### src/common/wwd_consts.svh
// Purpose: Named constants for the window watchdog and fail-safe supervisor
// Assumes: 20 MHz core clock; times in ns, windows in oscillator ticks
// Notes: Counts derived from these times are computed inside the modules
`ifndef WWD_CONSTS_SVH
`define WWD_CONSTS_SVH
`define WWD_CLK_NS 50
`define WWD_TRIG_MIN_NS 7000
`define WWD_RST_NS 4000000
`define WWD_IGN_DEB_NS 100000
`define WWD_LEAD_TICKS 7895
`define WWD_CLOSED_TICKS 1053
`define WWD_OPEN_TICKS 1105
`define WWD_FS_SHORT_TICKS 2000
`define WWD_FS_OPEN_TICKS 3000
`define WWD_INT_OSC_DIV 392
`define WWD_SYNC_W 11
// Idle pin levels after reset: trigger, select, transmit and bus sit high; strap, ignition and timing pin sit low
`define WWD_SYNC_IDLE 11'h590
`endif

### src/common/wwd_pkg.sv
// Purpose: Types shared by the watchdog supervisor
// Assumes: Nothing beyond the constants header
// Notes: State codes 6 and 7 are illegal
package wwd_pkg;
    typedef enum logic [2:0] {
        WWD_ST_RESET = 3'h0,
        WWD_ST_LEAD = 3'h1,
        WWD_ST_CLOSED = 3'h2,
        WWD_ST_OPEN = 3'h3,
        WWD_ST_FAILSAFE = 3'h4,
        WWD_ST_OFF = 3'h5
    } wwd_state_t;

    // Analog fault detector levels, all asynchronous to core_clk
    typedef struct packed {
        logic osc_short;
        logic osc_open;
        logic vcc_uv;
        logic vcc_ot;
        logic lin_ot;
        logic lin_short;
    } wwd_fault_t;
endpackage

### src/core/wwd_supervisor.sv
// Purpose: Window watchdog with oscillator fail-safe, ignition wake, LIN and VCC faults
// Assumes: Pins and analog flags are asynchronous; config strobe is on core_clk
// Notes: Functional notes below; hysteresis lives in the analog comparators
// Functional notes
// RULE1: Windows come from oscillator ticks, so they inherit its 20% tolerance.
// RULE2: Host triggers between longest closed and shortest closed plus open.
// RULE3: Bad timing resistor gives endless watchdog resets unless disabled.
// RULE4: Timing pin short or open switches ticks to internal oscillator.
// RULE5: Shorted pin resets after short delay, open pin after open delay.
// RULE6: Disable bit sets only after two consecutive writes of one.
// RULE7: Ignition low is passive; high gives interrupt awake or wake asleep.
// RULE8: Ignition debounce completion pulls interrupt output low.
// RULE9: LIN driver returns after overtemperature only when transmit is zero.
// RULE10: Receive output tracks the LIN bus during thermal shutdown.
// RULE11: Sleep allowed with LIN shorted; short removal wakes remotely.
// RULE12: VCC undervoltage resets; VCC overtemperature switches regulator off.
// RULE13: Regulator thermal supervision is independent of LIN thermal state.
// RULE14: Unconnected chip select reads deselected; serial output tri-stated.
// RULE15: Unconnected transmit reads high; transceiver stays recessive.
// RULE16: Trigger in closed window or missed open window drives reset low.
// RULE17: No first trigger within lead time gives a 4 ms reset.
// RULE18: Only triggers low longer than 7 us count; each restarts windows.
// RULE19: Lead, closed and open times are counts of oscillator ticks.
`timescale 1ns/1ps
`default_nettype none
`include "wwd_consts.svh"
module wwd_supervisor #(
    parameter int RST_CYC = `WWD_RST_NS / `WWD_CLK_NS,
    parameter int LEAD_TICKS = `WWD_LEAD_TICKS,
    parameter int CLOSED_TICKS = `WWD_CLOSED_TICKS,
    parameter int OPEN_TICKS = `WWD_OPEN_TICKS,
    parameter int FS_SHORT_TICKS = `WWD_FS_SHORT_TICKS,
    parameter int FS_OPEN_TICKS = `WWD_FS_OPEN_TICKS,
    parameter int INT_OSC_DIV = `WWD_INT_OSC_DIV,
    parameter int DEB_CYC = `WWD_IGN_DEB_NS / `WWD_CLK_NS
) (
    // Clock and reset
    input wire logic core_clk,
    input wire logic arst_n,
    // Host pins
    input wire logic wd_trigger_n,
    input wire logic divider_strap_pin,
    input wire logic spi_select_n,
    input wire logic txd_in,
    input wire logic ignition_input,
    output logic wd_reset_n,
    output logic irq_out_n,
    output logic rxd_out,
    output logic spi_miso_out,
    output logic spi_miso_oe,
    // Analog side
    input wire logic wd_timing_pin,
    input wire wwd_pkg::wwd_fault_t faults,
    input wire logic lin_bus_level,
    output logic lin_drv_dominant,
    output logic vcc_enable,
    // Core side, same clock
    input wire logic cfg_wr,
    input wire logic cfg_wd_disable_bit,
    input wire logic irq_clr,
    input wire logic sleep_mode,
    input wire logic spi_miso_data,
    output logic wake_req,
    output wwd_pkg::wwd_state_t wd_state,
    output logic wd_disabled
);
    import wwd_pkg::*;

    localparam int TRIG_CYC = (`WWD_TRIG_MIN_NS + `WWD_CLK_NS - 1) / `WWD_CLK_NS;

    logic [`WWD_SYNC_W-1:0] sync_q;
    wwd_fault_t f_s;
    logic trig_n_s, strap_s, sel_n_s, txd_s, ign_s, osc_s, bus_s;

    // Every pin level passes two flops first
    wwd_sync #(.W(`WWD_SYNC_W), .RST_VAL(`WWD_SYNC_IDLE)) u_sync (
        .core_clk(core_clk),
        .arst_n(arst_n),
        .async_in({wd_trigger_n, divider_strap_pin, spi_select_n, txd_in, ignition_input,
                   wd_timing_pin, lin_bus_level, faults[3:0]}),
        .sync_out(sync_q)
    );
    assign {trig_n_s, strap_s, sel_n_s, txd_s, ign_s, osc_s, bus_s} = sync_q[10:4];

    // Timing pin faults need their own stages; the rest of the struct is above
    logic [1:0] ofm_reg, ofs_reg;
    always_ff @(posedge core_clk or negedge arst_n) begin
        if (!arst_n) begin
            ofm_reg <= 2'h0;
            ofs_reg <= 2'h0;
        end else begin
            ofm_reg <= faults[5:4];
            ofs_reg <= ofm_reg;
        end
    end

    // Timing pin faults join the struct only after their own two stages
    assign f_s = {ofs_reg, sync_q[3:0]};

    wwd_state_t st_reg, st_next;
    logic [16:0] cyc_reg, cyc_next;
    logic [12:0] tcnt_reg, tcnt_next;
    logic [8:0] div_reg, div_next;
    logic [7:0] tlo_reg, tlo_next;
    logic osc_d_reg, por_reg, por_next, strap_dis_reg, strap_dis_next;
    logic cfg_dis_reg, cfg_dis_next, pend_reg, pend_next;
    logic wd_tick, int_tick, trig_acc, osc_fault, wd_off;

    assign osc_fault = |ofs_reg;
    assign int_tick = (div_reg == 9'(INT_OSC_DIV - 1));
    // RULE19 windows counted in ticks
    // RULE1 tolerance follows oscillator
    // RULE4 internal fallback
    assign wd_tick = osc_fault ? int_tick : (osc_s & ~osc_d_reg);
    assign wd_off = strap_dis_reg | cfg_dis_reg | sleep_mode;
    // RULE18 glitch filter: accept on the first low cycle beyond the minimum
    assign trig_acc = ~trig_n_s & (tlo_reg == 8'(TRIG_CYC));

    // Trigger filter, divider and disable bookkeeping
    always_comb begin
        tlo_next = trig_n_s ? 8'h00 : (tlo_reg > 8'(TRIG_CYC) ? tlo_reg : tlo_reg + 8'h01);
        div_next = int_tick ? 9'h000 : div_reg + 9'h001;
        pend_next = pend_reg;
        cfg_dis_next = cfg_dis_reg;
        // RULE6 two consecutive writes of one needed, a zero clears at once
        if (cfg_wr) begin
            pend_next = cfg_wd_disable_bit;
            cfg_dis_next = cfg_wd_disable_bit & (pend_reg | cfg_dis_reg);
        end
    end

    // Watchdog sequence
    always_comb begin
        st_next = st_reg;
        cyc_next = cyc_reg;
        tcnt_next = wd_tick ? tcnt_reg + 13'h0001 : tcnt_reg;
        por_next = por_reg | sleep_mode;
        strap_dis_next = strap_dis_reg;
        unique case (st_reg)
            WWD_ST_RESET: begin
                tcnt_next = 13'h0000;
                cyc_next = cyc_reg + 17'h00001;
                if (cyc_reg == 17'(RST_CYC - 1)) begin
                    cyc_next = 17'h00000;
                    st_next = WWD_ST_LEAD;
                    if (por_reg) begin
                        strap_dis_next = strap_s;
                    end
                    por_next = 1'b0;
                end
            end
            // RULE17 first trigger inside the lead time
            WWD_ST_LEAD: begin
                if (trig_acc) begin
                    st_next = WWD_ST_CLOSED;
                    tcnt_next = 13'h0000;
                end else if (wd_tick && tcnt_reg == 13'(LEAD_TICKS - 1)) begin
                    st_next = WWD_ST_RESET;
                end
            end
            // RULE16 early trigger resets at once
            WWD_ST_CLOSED: begin
                if (trig_acc) begin
                    st_next = WWD_ST_RESET;
                end else if (wd_tick && tcnt_reg == 13'(CLOSED_TICKS - 1)) begin
                    st_next = WWD_ST_OPEN;
                    tcnt_next = 13'h0000;
                end
            end
            // RULE16 missing the open window resets
            WWD_ST_OPEN: begin
                if (trig_acc) begin
                    st_next = WWD_ST_CLOSED;
                    tcnt_next = 13'h0000;
                end else if (wd_tick && tcnt_reg == 13'(OPEN_TICKS - 1)) begin
                    st_next = WWD_ST_RESET;
                end
            end
            // RULE5 delay depends on the kind of pin fault
            WWD_ST_FAILSAFE: begin
                if (wd_tick && tcnt_reg == (ofs_reg[1] ? 13'(FS_SHORT_TICKS - 1) :
                                            13'(FS_OPEN_TICKS - 1))) begin
                    st_next = WWD_ST_RESET;
                end
            end
            WWD_ST_OFF: begin
                tcnt_next = 13'h0000;
                if (!wd_off) begin
                    st_next = WWD_ST_LEAD;
                end
            end
            default: begin
                st_next = WWD_ST_RESET;
            end
        endcase
        // RULE3 bad resistor keeps reset cycling; triggers no longer help
        if (osc_fault && !wd_off && (st_reg inside {WWD_ST_LEAD, WWD_ST_CLOSED, WWD_ST_OPEN})) begin
            st_next = WWD_ST_FAILSAFE;
            tcnt_next = 13'h0000;
        end
        if (wd_off && st_reg != WWD_ST_RESET) begin
            st_next = WWD_ST_OFF;
        end
        // RULE12 undervoltage holds reset and restarts its time
        if (f_s.vcc_uv) begin
            st_next = WWD_ST_RESET;
            cyc_next = 17'h00000;
        end
    end

    // Sequence and bookkeeping registers
    always_ff @(posedge core_clk or negedge arst_n) begin
        if (!arst_n) begin
            st_reg <= WWD_ST_RESET;
            cyc_reg <= 17'h00000;
            tcnt_reg <= 13'h0000;
            div_reg <= 9'h000;
            tlo_reg <= 8'h00;
            osc_d_reg <= 1'b0;
            por_reg <= 1'b1;
            strap_dis_reg <= 1'b0;
            cfg_dis_reg <= 1'b0;
            pend_reg <= 1'b0;
        end else begin
            st_reg <= st_next;
            cyc_reg <= cyc_next;
            tcnt_reg <= tcnt_next;
            div_reg <= div_next;
            tlo_reg <= tlo_next;
            osc_d_reg <= osc_s;
            por_reg <= por_next;
            strap_dis_reg <= strap_dis_next;
            cfg_dis_reg <= cfg_dis_next;
            pend_reg <= pend_next;
        end
    end

    logic [15:0] deb_reg, deb_next;
    logic irq_reg, irq_next, lin_off_reg, lin_off_next, short_d_reg, wake_next, wake_reg;
    logic rxd_reg, miso_reg, oe_reg, vcc_reg, dom_reg, ign_done;

    // RULE7 low input is passive and clears the debounce
    assign ign_done = ign_s & (deb_reg == 16'(DEB_CYC - 1));

    // Ignition, LIN and regulator reactions
    always_comb begin
        deb_next = (!ign_s || deb_reg == 16'(DEB_CYC)) ? (ign_s ? deb_reg : 16'h0000)
                                                     : deb_reg + 16'h0001;
        // RULE8 debounced edge lowers the interrupt; a new event beats a clear
        irq_next = (irq_reg & ~irq_clr) | (ign_done & ~sleep_mode);
        // RULE11 short removal during sleep is a remote wake
        wake_next = sleep_mode & ((ign_done) | (short_d_reg & ~f_s.lin_short));
        // RULE9 restart only after cooling and a dominant request
        lin_off_next = f_s.lin_ot | (lin_off_reg & txd_s);
    end

    // Reaction registers and outputs
    always_ff @(posedge core_clk or negedge arst_n) begin
        if (!arst_n) begin
            deb_reg <= 16'h0000;
            irq_reg <= 1'b0;
            wake_reg <= 1'b0;
            lin_off_reg <= 1'b0;
            short_d_reg <= 1'b0;
            rxd_reg <= 1'b1;
            miso_reg <= 1'b0;
            oe_reg <= 1'b0;
            vcc_reg <= 1'b0;
            dom_reg <= 1'b0;
        end else begin
            deb_reg <= deb_next;
            irq_reg <= irq_next;
            wake_reg <= wake_next;
            lin_off_reg <= lin_off_next;
            short_d_reg <= f_s.lin_short;
            // RULE10 bus level always reaches the receive output
            rxd_reg <= bus_s;
            miso_reg <= spi_miso_data;
            // RULE14 deselected means tri-state
            oe_reg <= ~sel_n_s;
            // RULE13 only the regulator's own monitor switches it
            vcc_reg <= ~f_s.vcc_ot;
            // RULE15 high transmit stays recessive
            dom_reg <= ~txd_s & ~lin_off_next;
        end
    end

    assign wd_reset_n = (st_reg != WWD_ST_RESET);
    assign irq_out_n = ~irq_reg;
    assign wake_req = wake_reg;
    assign rxd_out = rxd_reg;
    assign spi_miso_out = miso_reg;
    assign spi_miso_oe = oe_reg;
    assign vcc_enable = vcc_reg;
    assign lin_drv_dominant = dom_reg;
    assign wd_state = st_reg;
    assign wd_disabled = wd_off;
endmodule
`default_nettype wire

### src/core/wwd_sync.sv
// Purpose: Two-flop synchroniser for a group of asynchronous levels
// Assumes: Each bit is an independent level
// Notes: The first stage is read by the second stage only
`timescale 1ns/1ps
`default_nettype none
module wwd_sync #(
    parameter int W = 4,
    parameter logic [W-1:0] RST_VAL = '0
) (
    // Clock and reset
    input wire logic core_clk,
    input wire logic arst_n,
    // Levels
    input wire logic [W-1:0] async_in,
    output logic [W-1:0] sync_out
);
    import wwd_pkg::*;

    genvar i;
    generate
        for (i = 0; i < W; i++) begin : g_bit
            logic meta_reg;
            logic stab_reg;
            // Two stages per bit; reset to the idle level so no false edge follows
            always_ff @(posedge core_clk or negedge arst_n) begin
                if (!arst_n) begin
                    meta_reg <= RST_VAL[i];
                    stab_reg <= RST_VAL[i];
                end else begin
                    meta_reg <= async_in[i];
                    stab_reg <= meta_reg;
                end
            end
            assign sync_out[i] = stab_reg;
        end
    endgenerate
endmodule
`default_nettype wire

### config.mk
export PLATFORM = sky130hd
export DESIGN_NAME = wwd_supervisor
export DESIGN_NICKNAME = d
export VERILOG_FILES = /design/src/common/wwd_pkg.sv /design/src/core/wwd_supervisor.sv /design/src/core/wwd_sync.sv
export VERILOG_INCLUDE_DIRS = /design/src /design/src/common
export SDC_FILE = /design/constraint.sdc
export NUM_CORES = 1
export LEC_CHECK = 0
export BUFFER_PORTS_ARGS = -buffer_cell sky130_fd_sc_hd__buf_2
export CAP_MARGIN = 10
export CELL_PAD_IN_SITES_DETAIL_PLACEMENT = 0
export CELL_PAD_IN_SITES_GLOBAL_PLACEMENT = 1
export CORE_MARGIN = 1
export CORE_UTILIZATION = 30
export DETAILED_ROUTE_END_ITERATION = 7
export GPL_TIMING_DRIVEN = 1
export MAX_ROUTING_LAYER = met4
export PLACE_DENSITY_LB_ADDON = 0.12
export SLEW_MARGIN = 20
export SYNTH_ARGS = -nofsm -noshare
export SYNTH_HDL_FRONTEND = slang
export SYNTH_SLANG_ARGS = --single-unit
### constraint.sdc
create_clock -name core_clk -period 3 [get_ports core_clk]
set_input_delay 0.6 -clock core_clk [delete_from_list [all_inputs] [get_ports core_clk]]
set_output_delay 0.6 -clock core_clk [all_outputs]
set_load 0.02 [all_outputs]
---- After elaboration in Yosys (flattened, before gate mapping) ----
Cells that the tools add are included.
W data, S select, Z words.
operators by class
  bitwise operators ....................... 27
  magnitude comparators ................... 1
  reductions and logical operators ........ 19
  eq/ne operators ......................... 22
  mux-type cells .......................... 31
  add/subtract/negate cells ............... 5
operator list
  operator                 count
  $mux W13                 5
  $mux W17                 3
  $pmux W13 S3             1
  $mux W3                  12
  $eq A16 B11 Y1 const B   2
  $mux W16                 2
  $eq A13 B11 Y1 const B   2
  $ne A6 B3 Y1 const B     3
  $pmux W3 S6              1
  $add A17 B1 Y17 const B  1
  $eq A17 B17 Y1 const B   1
  $add A16 B1 Y16 const B  1
  $mux W8                  2
  $ne A5 B4 Y1 const B     3
  $add A13 B1 Y13 const B  1
  $eq A13 B12 Y1           1
  $eq A13 B13 Y1 const B   1
  $mux W12                 1
  $and A1 B1 Y1            10
  $not A1 Y1               10
  $add A9 B1 Y9 const B    1
  $eq A9 B9 Y1 const B     1
  $mux W9                  1
  $add A8 B1 Y8 const B    1
  other kinds (18)         38
word-level totals
  word-level logic and storage cells ...... 149
  output and inout bits ................... 12
  input port bits ......................... 20
  bits in registers ....................... 106

---- Logic depth before layout (Yosys ltp) ----
  depth in word-level cells ............... 10
  mapped depth ............................ 8
  gate-level depth less buffers ........... 7

---- Hierarchy ----
A second synthesis with hierarchy kept.
second synthesis, totals
  cell total of the unflattened synthesis .. 444
  area, all modules ....................... 4775.8 um^2
by module, submodules not included
  module          cells each  instances  area each (um^2)
  wwd_supervisor  411         1          4132.7
  wwd_sync        33          1          643.1

---- Worst setup path before layout ----
No wires, ideal clock.
  path type ............................... register to register
  start point ............................. register tcnt_reg[0]
  end point ............................... register tcnt_reg[10]
  stages on the path, launching flop included .. 9
  data required time ...................... 2.881 ns
  setup slack ............................. 0.888 ns
  buffers on the path ..................... 1
  arrival ................................. 1.994 ns
  period minus slack after synthesis ...... 2.112 ns
  cells stage by stage .................... dfrtp_1 inv_1 ha_1 or4b_4 nor4_2 nand3_1 o41ai_4 buf_6 nor2_1
on the way
  cells in the longest elaborated chain, start to end .. 6
  elaborated cells between the ends (all ways) .. 9
  those cells by class .................... add/sub: 1; eq/ne: 1; mux: 6; reduce/logical: 1
RTL lines
  item                                                      RTL line                                      RTL
  start, declared                                           wwd_supervisor.sv:102                         logic [12:0] tcnt_reg, tcnt_next;
  start signal, assigned                                    wwd_supervisor.sv:227                         tcnt_reg <= tcnt_next;
  $add A13 B1 Y13 / $eq A13 B11 Y1 (equally long branches)  wwd_supervisor.sv:136, wwd_supervisor.sv:165
  $mux W13 / $logic_and A1 B1 Y1 (equally long branches)    wwd_supervisor.sv:136, wwd_supervisor.sv:165
  $mux W13                                                  wwd_supervisor.sv:165                         end else if (wd_tick && tcnt_reg == 13'(CLOSED_TICKS - 1)) begin
  $mux W13                                                  wwd_supervisor.sv:163                         if (trig_acc) begin
  $pmux W13 S3 (*)                                          wwd_supervisor.sv:139                         unique case (st_reg)
  $mux W13 (*)                                              wwd_supervisor.sv:197                         if (osc_fault && !wd_off && (st_reg inside {WWD_ST_LEAD, WWD_ST_CLOSED, WWD_ST_OPEN})) begin
  named net tcnt_next[10]                                   wwd_supervisor.sv:102
Mark *: on every way through the listed nets, which the timed path passes. The rest lies on a longest branch.
A chain may end at the register's enable or synchronous reset.

---- Worst setup path in the final report ----
  start point ............................. register tcnt_reg[0]
  end point ............................... register tcnt_reg[0]
The elaborated chain is that of the path after synthesis.

==> results.py <==
metrics = {
    "placed_design": {
        "io_buffer_count": 31,
        "gp_congestion": 0.7578,
        "hpwlAfterDp_um": 6989,
    },
    "synthesis": {
        "yosys.cell_types.count": 65,
        "synth-seq-cells": 105,
        "synth_fp_nets": 492,
        "synth_top_area_share_pct": 47.85,
        "synth_area_leaders": "dfrtp_1, dfstp_2, xnor2_1",
        "synth_edf_count": 0,
        "synth-seq-area-share_pct": 53.14,
        "ys_warn_count": 0,
        "synth_area_mm2": 0.004969,
        "synth_area_leader_cell": "dfrtp_1",
        "synthArstFlopShare_pct": 100.0,
        "synth_most_common_cell": "dfrtp_1",
        "synth_top_flop_cell": "dfrtp_1",
        "avgSynthCellArea_um2": 10.75,
        "syn_inst": 462,
        "ys_top_cells_by_count": "dfrtp_1, nor2_1, nand2_1",
    },
    "pwr": {
        "pwr-share-clk_pct": 36.7,
        "cellLeakagePower_nw": 2.361,
        "combPwrFrac_pct": 16.3,
        "netSwitchingFraction_pct": 29.13,
        "ir_drop_v": 0.0003283,
        "p_int_mw": 2.349,
        "cellPowerDensity_mw_per_mm2": 587.3,
        "power_frac_seq_pct": 47.0,
        "switching_power_uw": 965.7,
    },
    "route": {
        "final_antenna_net_count": 0,
        "drt_iter0_drc": 144,
        "viasPerCell": 4.762,
        "wl_per_cell_um": 14.30,
        "routed_wl_um": 10280,
        "via_count": 3424,
        "drc": 0,
        "firstDrtPassIters": 4,
    },
    "cells_and_area": {
        "synthToLayoutAreaGrowth_pct": 13.60,
        "final_util_pct": 35.28,
        "fillers": 1660,
        "nets": 528,
        "diodes": 0,
        "drive_above_1_share_pct": 16.50,
        "largest_reg_flops": 17,
    },
    "floorplanning": {
        "die-area_mm2": 0.01708,
        "num_io_pins": 32,
        "row_count": 46,
        "coreArea_mm2": 0.01600,
        "initial_utilization_pct": 31.05,
        "dieHeight_um": 130.7,
        "dieWidth_um": 130.7,
    },
    "sta": {
        "post-route-period-util_pct": 83.58,
        "max_freq_mhz": 398.8,
        "whs_ns": 0.2475,
        "rsz0062_at_grt": "false",
        "slew_violations": 0,
        "tightest_slew_ns": 0.7709,
        "setup_viol": 0,
        "tns_ns": 0,
        "min_period_ns": 2.507,
        "max_slew_margin_pct": 47.93,
        "hold_viol_final": 0,
        "skew_ns": 0.009951,
    },
    "grt": {
        "grt_overflow_total": 0,
        "grt_pass1_wl_um": 17480,
        "grt_max_degree": 48,
        "grt_pass1_vias": 3389,
        "grt_usage_pct": 13.85,
        "antenna_found_initial": 0,
    },
    "setup_path": {
        "worstSetupPathType": "reg2reg",
        "worstSetupStartpointType": "flop",
        "cp.required_ns": 3.25,
        "cp_slowest_cell": "or4b_4",
        "cp.arrival_ns": 2.75,
        "critPathMaxStageDelay_ns": 0.47,
        "crit_fanout": 8,
        "worst_setup_path_end_kind": "flop",
        "crit_chain": "inv_1, ha_1, or4b_4, nor4_2, nand3_1, o41ai_4, buf_4, nor3_1",
    },
    "clock_network": {
        "cts-hold-fix-buffers": 0,
        "cts_setup_buffers": 0,
        "clock_latency_ns": 0.35,
        "cts_buffer_depth": 2,
        "clk_pin_slew_ns": 0.08,
        "root_buffer": "clkbuf_16",
        "ctsHtreeMaxLevel": 3,
        "ctsResizeCount": 0,
        "cts_buffers": 9,
        "clock_sinks": 105,
        "cts_tree": "done",
    },
    "hold_path": {
        "hold_class": "in2async",
    },
    "job": {
        "cap_violations": 0,
    },
    "run_status": {
        "status": "finished, final reports clean",
    },
}
-- kinds of logic after synthesis --
logic type	synth area share (%)
muxes	2.090
adders and majority gates	2.518
AOI/OAI and AO/OA	9.016
xor gates and xnor gates	6.699
buffers and inverters	3.903
and+or+nand+nor	22.64
DFF	53.14
-- path summary, 6_finish.rpt --
check	startpoint	slack, ns	cells after the start	end
worst max-delay path	tcnt_reg[0]	0.49	8	tcnt_reg[0]
worst min-delay path	arst_n	0.25	1	deb_reg[4]
worst max register to register	tcnt_reg[0]	0.49	8	tcnt_reg[0]
worst min register to register	u_sync.g_bit[1].meta_reg	0.35	0	u_sync.g_bit[1].stab_reg
max in group asynchronous	arst_n	2.01	2	u_sync.g_bit[10].meta_reg
min in group core_clk	wd_trigger_n	0.34	1	u_sync.g_bit[10].meta_reg
-- worst max-delay path: cells and delay by family (launching register included) --
kind | cells | cell delay, ns
compound gates | 1 | 0.45
fa+ha+maj | 1 | 0.15
buf+inv | 2 | 0.38
flops | 1 | 0.45
simple gates | 4 | 0.97
-- final cells by class --
class | instances | area [µm²] | area share [%]
repair buffers | 38 | 222.7 | 3.946
well taps | 216 | 270.3 | 4.788
flip-flops and latches | 105 | 2640 | 46.77
inverters | 20 | 75.07 | 1.330
clock inverters | 6 | 72.57 | 1.286
multi-input cells | 324 | 2135 | 37.82
clock buffers | 10 | 229.0 | 4.057
-- per-stage QoR --
step	setup slack, ns	cell area [µm²]	std cells	power [mW]
floorplan	0.8877	4969	462	1.987
global placement	0.5564	5343	703	2.134
detailed placement	0.5076	5343	703	2.134
CTS	0.5009	5644	719	3.385
global route	0.3490	5644	719	3.508
finish	0.4925	5644	719	3.315
-- power by group through the flow --
| stage | logic [mW] | clock network, mW | registers (mW) |
|---|---|---|---|
| 2_1_floorplan | 0.427 | 0 | 1.56 |
| 3_3_place_gp | 0.548 | 0 | 1.59 |
| 3_5_place_dp | 0.546 | 0 | 1.59 |
| 4_1_cts | 0.548 | 1.28 | 1.56 |
| 5_1_grt | 0.604 | 1.33 | 1.57 |
| 6_report | 0.539 | 1.22 | 1.56 |
-- layer usage --
layer,part of all wire [%],track usage [%]
met1,51,18.14
met5,0,-
met2,45,20.48
met4,1.1,4.530
met3,3.1,4.031
-- placed cells by master (no fill, tap or decap), types with 9 or more instances in the layout --
cell type	n
xnor2_1	21
nand2_1	30
buf_2	30
and2_1	17
nor4_1	10
dfstp_2	10
a21oi_1	19
and3_1	9
nand4_1	14
clkbuf_16	9
inv_1	20
xor2_1	17
nor3_1	10
nand3_1	26
ha_1	10
dfrtp_1	95
nor2_1	43
Note: power is estimated with default switching activity, not from simulation.
